<file path="src/core/gpio_cal_pkg.sv">
/*
  constants for the pin port control and calibration register block:
  register addresses, field positions, reset values, serial framing.
  assumes nothing beyond a systemverilog compiler.
*/
package gpio_cal_pkg;

  localparam int          REG_ADDR_W        = 7;
  localparam logic [6:0]  ADDR_PIN_PORT     = 7'h04;
  localparam logic [6:0]  ADDR_OFFSET_LOW   = 7'h05;
  localparam logic [6:0]  ADDR_OFFSET_MID   = 7'h06;
  localparam logic [6:0]  ADDR_OFFSET_HIGH  = 7'h07;
  localparam logic [6:0]  ADDR_GAIN_LOW     = 7'h08;
  localparam logic [6:0]  ADDR_GAIN_MID     = 7'h09;
  localparam logic [6:0]  ADDR_GAIN_HIGH    = 7'h0a;

  // pin port control field positions
  localparam int          PIN_B_DIR_BIT     = 5;
  localparam int          PIN_A_DIR_BIT     = 4;
  localparam int          PIN_B_LEVEL_BIT   = 1;
  localparam int          PIN_A_LEVEL_BIT   = 0;

  localparam logic [7:0]  PIN_PORT_RESET    = 8'he0;
  localparam logic [23:0] CAL_WORD_RESET    = 24'h000000;
  localparam logic [7:0]  UNMAPPED_READ     = 8'h00;

  // command byte: top bit selects read, low bits the address
  localparam int          CMD_READ_BIT      = 7;

  localparam int          SYNC_STAGES       = 3;
  localparam int          BIT_CNT_W         = 3;
  localparam int          CLK_DIV_W         = 3;

  typedef enum logic [1:0] {
    RATE_OFF     = 2'b00,
    RATE_FULL    = 2'b01,
    RATE_HALF    = 2'b10,
    RATE_QUARTER = 2'b11
  } clock_output_function_rate_t;

  typedef enum logic [1:0] {
    FRAME_IDLE = 2'b00,
    FRAME_CMD  = 2'b01,
    FRAME_DATA = 2'b10
  } frame_state_t;

endpackage

</file>
<file path="src/core/serial_byte_port.sv">
/*
  serial slave for the register port: clock polarity 0, phase 1.
  samples the serial pins on core_clk; serial clock must stay well
  below core_clk/8 so every edge is seen after synchronisation.
*/
module serial_byte_port
  import gpio_cal_pkg::*;
(
  input  wire logic       core_clk,   // system clock
  input  wire logic       rst_b,      // sync reset, active low
  input  wire logic       sclk,       // serial clock pin
  input  wire logic       cs_b,       // chip select pin, active low
  input  wire logic       din,        // serial data in pin
  input  wire logic [7:0] tx_byte,    // byte to shift out next
  output logic            dout,       // serial data out pin
  output logic            dout_oe,    // drive enable for dout
  output logic            frame_on,   // chip select seen active
  output logic            byte_valid, // one-cycle byte received
  output logic [7:0]      byte_data   // received byte
);

  logic [SYNC_STAGES-1:0] sclk_sync;
  logic [SYNC_STAGES-1:0] cs_sync;
  logic [SYNC_STAGES-1:0] din_sync;
  logic                   sclk_f;
  logic                   cs_f;
  logic                   din_f;
  logic [BIT_CNT_W-1:0]   rx_cnt;
  logic [BIT_CNT_W-1:0]   tx_cnt;
  logic [7:0]             rx_shift;
  logic [7:0]             tx_shift;
  logic                   sclk_rise;
  logic                   sclk_fall;

  // three stages; a change counts when the last two agree
  always_ff @(posedge core_clk) begin
    if (!rst_b) begin
      sclk_sync <= '0;
      cs_sync   <= '1;
      din_sync  <= '0;
      sclk_f    <= 1'b0;
      cs_f      <= 1'b1;
      din_f     <= 1'b0;
    end else begin
      sclk_sync <= {sclk_sync[1:0], sclk};
      cs_sync   <= {cs_sync[1:0], cs_b};
      din_sync  <= {din_sync[1:0], din};
      if (sclk_sync[1] == sclk_sync[2]) sclk_f <= sclk_sync[2];
      if (cs_sync[1] == cs_sync[2])     cs_f   <= cs_sync[2];
      if (din_sync[1] == din_sync[2])   din_f  <= din_sync[2];
    end
  end

  assign sclk_rise = !cs_f && (sclk_sync[1] == sclk_sync[2]) &&
                     sclk_sync[2] && !sclk_f;
  assign sclk_fall = !cs_f && (sclk_sync[1] == sclk_sync[2]) &&
                     !sclk_sync[2] && sclk_f;

  // data in is taken on the falling serial edge
  always_ff @(posedge core_clk) begin
    if (!rst_b) begin
      rx_cnt     <= '0;
      rx_shift   <= 8'h00;
      byte_valid <= 1'b0;
      byte_data  <= 8'h00;
    end else begin
      byte_valid <= 1'b0;
      if (cs_f) begin
        rx_cnt <= '0;
      end else if (sclk_fall) begin
        rx_shift <= {rx_shift[6:0], din_f};
        rx_cnt   <= rx_cnt + 1'b1;
        if (rx_cnt == 3'd7) begin
          byte_valid <= 1'b1;
          byte_data  <= {rx_shift[6:0], din_f};
        end
      end
    end
  end

  // data out changes only on the rising serial edge
  always_ff @(posedge core_clk) begin
    if (!rst_b) begin
      tx_cnt   <= '0;
      tx_shift <= 8'h00;
      dout     <= 1'b0;
      dout_oe  <= 1'b0;
      frame_on <= 1'b0;
    end else begin
      frame_on <= !cs_f;
      dout_oe  <= !cs_f;
      if (cs_f) begin
        tx_cnt <= '0;
      end else if (sclk_rise) begin
        tx_cnt <= tx_cnt + 1'b1;
        if (tx_cnt == '0) begin
          tx_shift <= {tx_byte[6:0], 1'b0};
          dout     <= tx_byte[7];
        end else begin
          tx_shift <= {tx_shift[6:0], 1'b0};
          dout     <= tx_shift[7];
        end
      end
    end
  end

endmodule // serial_byte_port

</file>
<file path="src/core/adc_gpio_and_cal_registers.sv">
/*
  pin port control and calibration registers of the converter, with
  the two general-purpose pins and the clock output on pin a.
  assumes an external serial master, two-way pins resolved outside,
  and a clock output rate field held elsewhere and reset only by
  the hardware reset pin.
*/

// Functional notes
// - pin port control at 04h, resets E0h
// - bit 5 clear makes pin b output
// - bit 4 clear makes pin a output
// - bit 1 reads pin b's actual level
// - pin b output: bit 1 write drives pin
// - pin b input: bit 1 write ignored
// - pin a input: reads pin, ignores writes
// - pin a level write only when clock off
// - offset word at 05h-07h, low byte first
// - gain word at 08h-0Ah, low byte first
// - serial clock idles low, change rise, sample fall
// - rate field selects clock output on pin a
module adc_gpio_and_cal_registers
  import gpio_cal_pkg::*;
(
  input  wire logic        core_clk,          // 40 MHz system clock
  input  wire logic        rst_b,             // sync reset, active low
  input  wire logic        sclk,              // serial clock pin
  input  wire logic        cs_b,              // chip select, active low
  input  wire logic        din,               // serial data in
  output logic             dout,              // serial data out
  output logic             dout_oe,           // dout drive enable
  input  wire logic [1:0]  clock_output_rate, // pin a clock select
  input  wire logic        gpio_pin_a_in,     // pin a level seen
  output logic             gpio_pin_a_out,    // pin a drive value
  output logic             gpio_pin_a_oe,     // pin a drive enable
  input  wire logic        gpio_pin_b_in,     // pin b level seen
  output logic             gpio_pin_b_out,    // pin b drive value
  output logic             gpio_pin_b_oe,     // pin b drive enable
  output logic [23:0]      offset_correction_word, // offset word
  output logic [23:0]      gain_correction_word    // gain word
);

  logic                   frame_on;
  logic                   byte_valid;
  logic [7:0]             byte_data;
  logic [7:0]             rd_data;
  frame_state_t           frame_state;
  logic [REG_ADDR_W-1:0]  cur_addr;
  logic                   cur_read;
  logic                   wr_strobe;
  logic [7:0]             pin_port_control;
  logic [SYNC_STAGES-1:0] pin_a_sync;
  logic [SYNC_STAGES-1:0] pin_b_sync;
  logic                   pin_a_level_seen;
  logic                   pin_b_level_seen;
  logic [CLK_DIV_W-1:0]   div_cnt;
  logic                   pin_a_is_output;
  logic                   pin_b_is_output;
  logic                   clock_out_on;
  clock_output_function_rate_t           rate;

  serial_byte_port u_port (
    .core_clk   (core_clk),
    .rst_b      (rst_b),
    .sclk       (sclk),
    .cs_b       (cs_b),
    .din        (din),
    .tx_byte    (rd_data),
    .dout       (dout),
    .dout_oe    (dout_oe),
    .frame_on   (frame_on),
    .byte_valid (byte_valid),
    .byte_data  (byte_data)
  );

  assign rate            = clock_output_function_rate_t'(clock_output_rate);
  assign pin_a_is_output = !pin_port_control[PIN_A_DIR_BIT];
  assign pin_b_is_output = !pin_port_control[PIN_B_DIR_BIT];
  assign clock_out_on    = (rate != RATE_OFF);
  assign wr_strobe       = byte_valid && frame_state == FRAME_DATA &&
                           !cur_read;

  // first byte of a frame is the command, later bytes are data
  always_ff @(posedge core_clk) begin
    if (!rst_b) begin
      frame_state <= FRAME_IDLE;
      cur_addr    <= '0;
      cur_read    <= 1'b0;
    end else begin
      case (frame_state)
        FRAME_IDLE: begin
          if (frame_on) frame_state <= FRAME_CMD;
        end
        FRAME_CMD: begin
          if (!frame_on) begin
            frame_state <= FRAME_IDLE;
          end else if (byte_valid) begin
            cur_addr    <= byte_data[REG_ADDR_W-1:0];
            cur_read    <= byte_data[CMD_READ_BIT];
            frame_state <= FRAME_DATA;
          end
        end
        FRAME_DATA: begin
          if (!frame_on) begin
            frame_state <= FRAME_IDLE;
          end else if (byte_valid) begin
            cur_addr <= cur_addr + 1'b1;
          end
        end
        default: frame_state <= FRAME_IDLE;
      endcase
    end
  end

  // pin levels pass three stages before use
  always_ff @(posedge core_clk) begin
    if (!rst_b) begin
      pin_a_sync       <= '0;
      pin_b_sync       <= '0;
      pin_a_level_seen <= 1'b0;
      pin_b_level_seen <= 1'b0;
    end else begin
      pin_a_sync <= {pin_a_sync[1:0], gpio_pin_a_in};
      pin_b_sync <= {pin_b_sync[1:0], gpio_pin_b_in};
      if (pin_a_sync[1] == pin_a_sync[2])
        pin_a_level_seen <= pin_a_sync[2];
      if (pin_b_sync[1] == pin_b_sync[2])
        pin_b_level_seen <= pin_b_sync[2];
    end
  end

  // pin port control register
  always_ff @(posedge core_clk) begin
    if (!rst_b) begin
      pin_port_control <= PIN_PORT_RESET;
    end else if (wr_strobe && cur_addr == ADDR_PIN_PORT) begin
      pin_port_control[7:2] <= byte_data[7:2];
      if (pin_b_is_output)
        pin_port_control[PIN_B_LEVEL_BIT] <=
          byte_data[PIN_B_LEVEL_BIT];
      if (pin_a_is_output && !clock_out_on)
        pin_port_control[PIN_A_LEVEL_BIT] <=
          byte_data[PIN_A_LEVEL_BIT];
    end
  end

  // calibration words, low byte at the lowest address
  always_ff @(posedge core_clk) begin
    if (!rst_b) begin
      offset_correction_word <= CAL_WORD_RESET;
      gain_correction_word   <= CAL_WORD_RESET;
    end else if (wr_strobe) begin
      case (cur_addr)
        ADDR_OFFSET_LOW:  offset_correction_word[7:0]   <= byte_data;
        ADDR_OFFSET_MID:  offset_correction_word[15:8]  <= byte_data;
        ADDR_OFFSET_HIGH: offset_correction_word[23:16] <= byte_data;
        ADDR_GAIN_LOW:    gain_correction_word[7:0]     <= byte_data;
        ADDR_GAIN_MID:    gain_correction_word[15:8]    <= byte_data;
        ADDR_GAIN_HIGH:   gain_correction_word[23:16]   <= byte_data;
        default: ;
      endcase
    end
  end

  // read data follows the current address; loaded at the next byte
  always_ff @(posedge core_clk) begin
    if (!rst_b) begin
      rd_data <= UNMAPPED_READ;
    end else begin
      case (cur_addr)
        ADDR_PIN_PORT: begin
          rd_data <= pin_port_control;
          rd_data[PIN_B_LEVEL_BIT] <= pin_b_level_seen;
          if (!pin_a_is_output)
            rd_data[PIN_A_LEVEL_BIT] <= pin_a_level_seen;
        end
        ADDR_OFFSET_LOW:  rd_data <= offset_correction_word[7:0];
        ADDR_OFFSET_MID:  rd_data <= offset_correction_word[15:8];
        ADDR_OFFSET_HIGH: rd_data <= offset_correction_word[23:16];
        ADDR_GAIN_LOW:    rd_data <= gain_correction_word[7:0];
        ADDR_GAIN_MID:    rd_data <= gain_correction_word[15:8];
        ADDR_GAIN_HIGH:   rd_data <= gain_correction_word[23:16];
        default:          rd_data <= UNMAPPED_READ;
      endcase
    end
  end

  // free-running divider for the clock output
  always_ff @(posedge core_clk) begin
    if (!rst_b) begin
      div_cnt <= '0;
    end else begin
      div_cnt <= div_cnt + 1'b1;
    end
  end

  // pin a: clock output when selected, else the level bit
  always_ff @(posedge core_clk) begin
    if (!rst_b) begin
      gpio_pin_a_out <= 1'b0;
      gpio_pin_a_oe  <= 1'b0;
    end else begin
      gpio_pin_a_oe <= pin_a_is_output;
      case (rate)
        RATE_FULL:      gpio_pin_a_out <= div_cnt[0];
        RATE_HALF:      gpio_pin_a_out <= div_cnt[1];
        RATE_QUARTER:   gpio_pin_a_out <= div_cnt[2];
        default:
          gpio_pin_a_out <= pin_port_control[PIN_A_LEVEL_BIT];
      endcase
    end
  end

  // pin b follows its level bit while it is an output
  always_ff @(posedge core_clk) begin
    if (!rst_b) begin
      gpio_pin_b_out <= 1'b0;
      gpio_pin_b_oe  <= 1'b0;
    end else begin
      gpio_pin_b_oe  <= pin_b_is_output;
      gpio_pin_b_out <= pin_port_control[PIN_B_LEVEL_BIT];
    end
  end

endmodule // adc_gpio_and_cal_registers

</file>
<file path="config.mk">
export PLATFORM = sky130hd
export DESIGN_NAME = adc_gpio_and_cal_registers
export DESIGN_NICKNAME = d
export VERILOG_FILES = /design/src/core/gpio_cal_pkg.sv /design/src/core/serial_byte_port.sv /design/src/core/adc_gpio_and_cal_registers.sv
export SDC_FILE = /design/constraint.sdc
export NUM_CORES = 1
export LEC_CHECK = 0
export BUFFER_PORTS_ARGS = -buffer_cell sky130_fd_sc_hd__buf_2
export CAP_MARGIN = 15
export CORE_MARGIN = 2
export CORE_UTILIZATION = 30
export DETAILED_ROUTE_END_ITERATION = 10
export PLACE_DENSITY = 0.52
export SLEW_MARGIN = 15
export SYNTH_ARGS = -nofsm -noshare
export SYNTH_HDL_FRONTEND = slang
export SYNTH_SLANG_ARGS = --single-unit
</file>
<file path="constraint.sdc">
create_clock -name core_clk -period 1.9 [get_ports core_clk]
set_input_delay 0.475 -clock core_clk [delete_from_list [all_inputs] [get_ports core_clk]]
set_output_delay 0.475 -clock core_clk [all_outputs]
set_load 0.03 [all_outputs]
</file>
==> impl_results.md <==
- Yosys reg bits: 132
- Drt initial violations: 403
- Grt total ovfl: 0
- Synth warn: 0
- Synth Area per Inst: 9.031 um2
- Final WL: 14,230 um
- Slowest stage delay, CP: 0.42 ns
- Minimum clock period: 1.800 ns
- Post-synth EDFFs: 0
- CP Buf/Inv Count: 2
- RR Endpoint: rd_data[2]
- Top Family by Delay on Critical Path: compound AO/OA/AOI/OAI gates
- Cell Area, Synth: 5229 um2
- Overall power: slightly above 6000 uW
- Fmax: 0.5555 GHz
- Number of slew-limit violations in the final report: 0
- TritonCTS clock tree: done
- Post-CTS Hold Buffers: 0
- Synth-to-layout area growth: 23.21%
- FF-to-FF Start: cur_addr[1]
- Synth top area cells: dfxtp_1, nand3_1, o21ai_0
- Count leader, synth: dfxtp_1
- Library cells used by synthesis: 49
- Max VDD drop: 0.5817 mV
- Vias in the first global route: between 4,000 and 5,000
- Post-CTS Setup Bufs: 0
- Status: finished, final reports clean
- Largest net degree at the start of global routing: 33
- Maxcap violations: 0
- Cts repair resizes: 0
- Register area share after synthesis: 0.5054
- Async set-reset flop share out of synthesis: 0
- Final setup violating endpoints: 0
- Total GRT Usage: 0.1603
- Via count: between 4,000 and 5,000
- Final Hold Vio Count: 0
- P_leak: 0.002492 uW
- Initial Util: 0.3044
- Area leader, netlist: dfxtp_1
- Hold Path End: u_port.cs_sync[0]
- Startpoint class of the critical path: register
- Fill cell count: 1,793
- R2R cell count: 7
- Root Buffer: clkbuf_16
- Post-Syn Nets: 600
- Routed length per instance: 16.15 um
- Synthesized instance count: 579
- First-pass DRT Iterations: 5
- Row cnt: 48
- Commonest cells in the netlist: dfxtp_1, nand2_1, nand3_1
- TritonCTS buffer count: 17
- Layout cell share with drive strength beyond 1: 0.2012
- Core Box Area: 17,180 um2
- ANT cells: 0
- Layout Skew: between 0.008 and 0.009 ns
- I/O Pins: 63
- CP Class: register to register
- Tightest Pin Transition: 0.5212 ns
- Max transition margin: 0.6510
- Final Util: 0.3751
- Hold Crit Start: cs_b
- GP Congestion: 0.8974
- Hold WC Path Type: input pin to register
- Register Area: 2643 um2
- Die area: roughly 19,000 um2
- PwrDens: 964.7 nW/um2
- Final period util: 0.9475
- Hold Crit Depth: 2
- CP Capture Type: register
- Num Clock Sinks: 132
- CTS HTree Levels: 4
- PortBufs: 62
- Synth Flop Type: dfxtp_1
- Clock slew at reported path FFs: approximately 0.060 ns
- Slowest cell on the critical path: dfxtp_1
- Arr. time, crit path: 2.09 ns
- CP max FO: 11
- First-pass GRT wire length: 23,000 um
- Clk_lat worst skew: 0.41 ns
- Cell Chain, Critical Path: inv_1 > ha_2 > buf_4 > a22o_1 > a221oi_1 > o22a_1 > nor2_1
- Required time of the critical path: 2.19 ns
- Hpwl dp: ~10,000 um
- DRC violations left: 0
- Multi-input gate area: 2387 um2
- Chip Width: ~140 um
- Vias per inst: 5.023
- Clock Path Buffers: 2
- Initial antenna violation count: 0
- Nets: 665
- Die Ht: 136.0 um
- Post-DRT Antenna Nets: 0
- Share of the synthesized area in the top cell type: 0.5054
- Internal reg-to-reg setup slack: about 0.1 ns
[final cells by class]
cell class                 instances  area share
clock buffer                      19     0.07030
tap                              225     0.04370
inverter                          11    0.006409
clock inverter                    12     0.02389
multi-input combinational        397      0.3706
sequential                       132      0.4102
timing repair buffer              85     0.07497
[cells by family after synthesis]
family | count (synthesis) | synth area share
and+or+nand+nor | 216 | 0.2094
AOI/OAI and AO/OA | 147 | 0.1713
DFF | 132 | 0.5054
buffers and inverters | 50 | 0.04140
muxes | 18 | 0.03709
adders and majority gates | 12 | 0.02871
xor gates and xnor gates | 4 | 0.006701
[worst max-delay path by stage]
stage	start	endpoint	slack [ns]	cells past startpoint
after detailed placement	cur_addr[1]	rd_data[2]	0.02	7
after CTS	cur_addr[1]	rd_data[2]	0.006	7
final	cur_addr[1]	rd_data[2]	0.1	7
after global routing	cur_addr[1]	cur_addr[6]	-0.002	6
after floorplan	cur_addr[0]	rd_data[2]	0.22	7
after global placement	cur_addr[1]	rd_data[2]	0.09	7
[metrics by stage]
stage / setup slack, ns / setup TNS, ns / instance area (um2) / hold WS (ns) / instances
2_1_floorplan: 0.2212 / 0 / 5229 / 0.3863 / 579
5_1_grt: -0.001892 / -0.001892 / 6442 / 0.2494 / 881
3_5_place_dp: 0.02393 / 0 / 5818 / 0.4176 / 850
3_3_place_gp: 0.09058 / 0 / 5818 / 0.3944 / 850
4_1_cts: 0.005992 / 0 / 6425 / 0.2365 / 881
6_report: 0.09971 / 0 / 6442 / 0.2507 / 881
[cells in the final DEF, fill, tap and decap left out, types with 2 or more instances in the layout]
cell	instances
ha_1	9
a21oi_1	42
nand2b_1	8
dfxtp_1	132
xnor2_1	3
a221oi_1	3
ha_2	3
nand4_1	7
bufinv_16	3
o22a_1	6
buf_4	23
nor2_1	29
nor3b_1	2
clkbuf_16	17
o21ai_0	55
a22o_1	7
buf_2	62
a211oi_1	10
nand2_1	73
a31oi_1	2
a222oi_1	8
clkinv_4	3
o22ai_1	5
mux2i_1	16
clkbuf_8	2
nor3_1	2
a22oi_1	4
inv_6	2
nand3_1	58
nor2b_1	7
clkinv_2	4
inv_1	10
and2_1	17
[routing by layer]
| metal | wire (um) | global-route usage |
|---|---|---|
| met1 | 6505 | 0.2046 |
| met2 | 6841 | 0.2638 |
| met3 | 562 | 0.03691 |
| met4 | 316 | 0.05903 |
| met5 | 0 | 0 |
[report_power, final]
group          internal [uW]  switching, uW
clock                   2130           1190
sequential              2790           10.4
combinational           33.6           60.6
[worst register-to-register path, stage by stage (launching register included)]
cell	delay, ns
dfxtp_1	0.42
inv_1	0.10
ha_2	0.28
buf_4	0.20
a22o_1	0.17
a221oi_1	0.27
o22a_1	0.20
nor2_1	0.04
[sequential cells by signal, indices dropped and copies added, names as in the netlist, 2 cells and up]
signal                  cells
u_port.tx_cnt               3
div_cnt                     3
gain_correction_word       24
pin_a_sync                  3
u_port.sclk_sync            3
u_port.rx_shift             7
u_port.tx_shift             7
frame_state                 2
cur_addr                    7
u_port.cs_sync              3
u_port.byte_data            8
offset_correction_word     24
u_port.din_sync             3
pin_b_sync                  3
pin_port_control            8
u_port.rx_cnt               3
rd_data                     8
No activity file was read; power rests on OpenSTA's default activity.
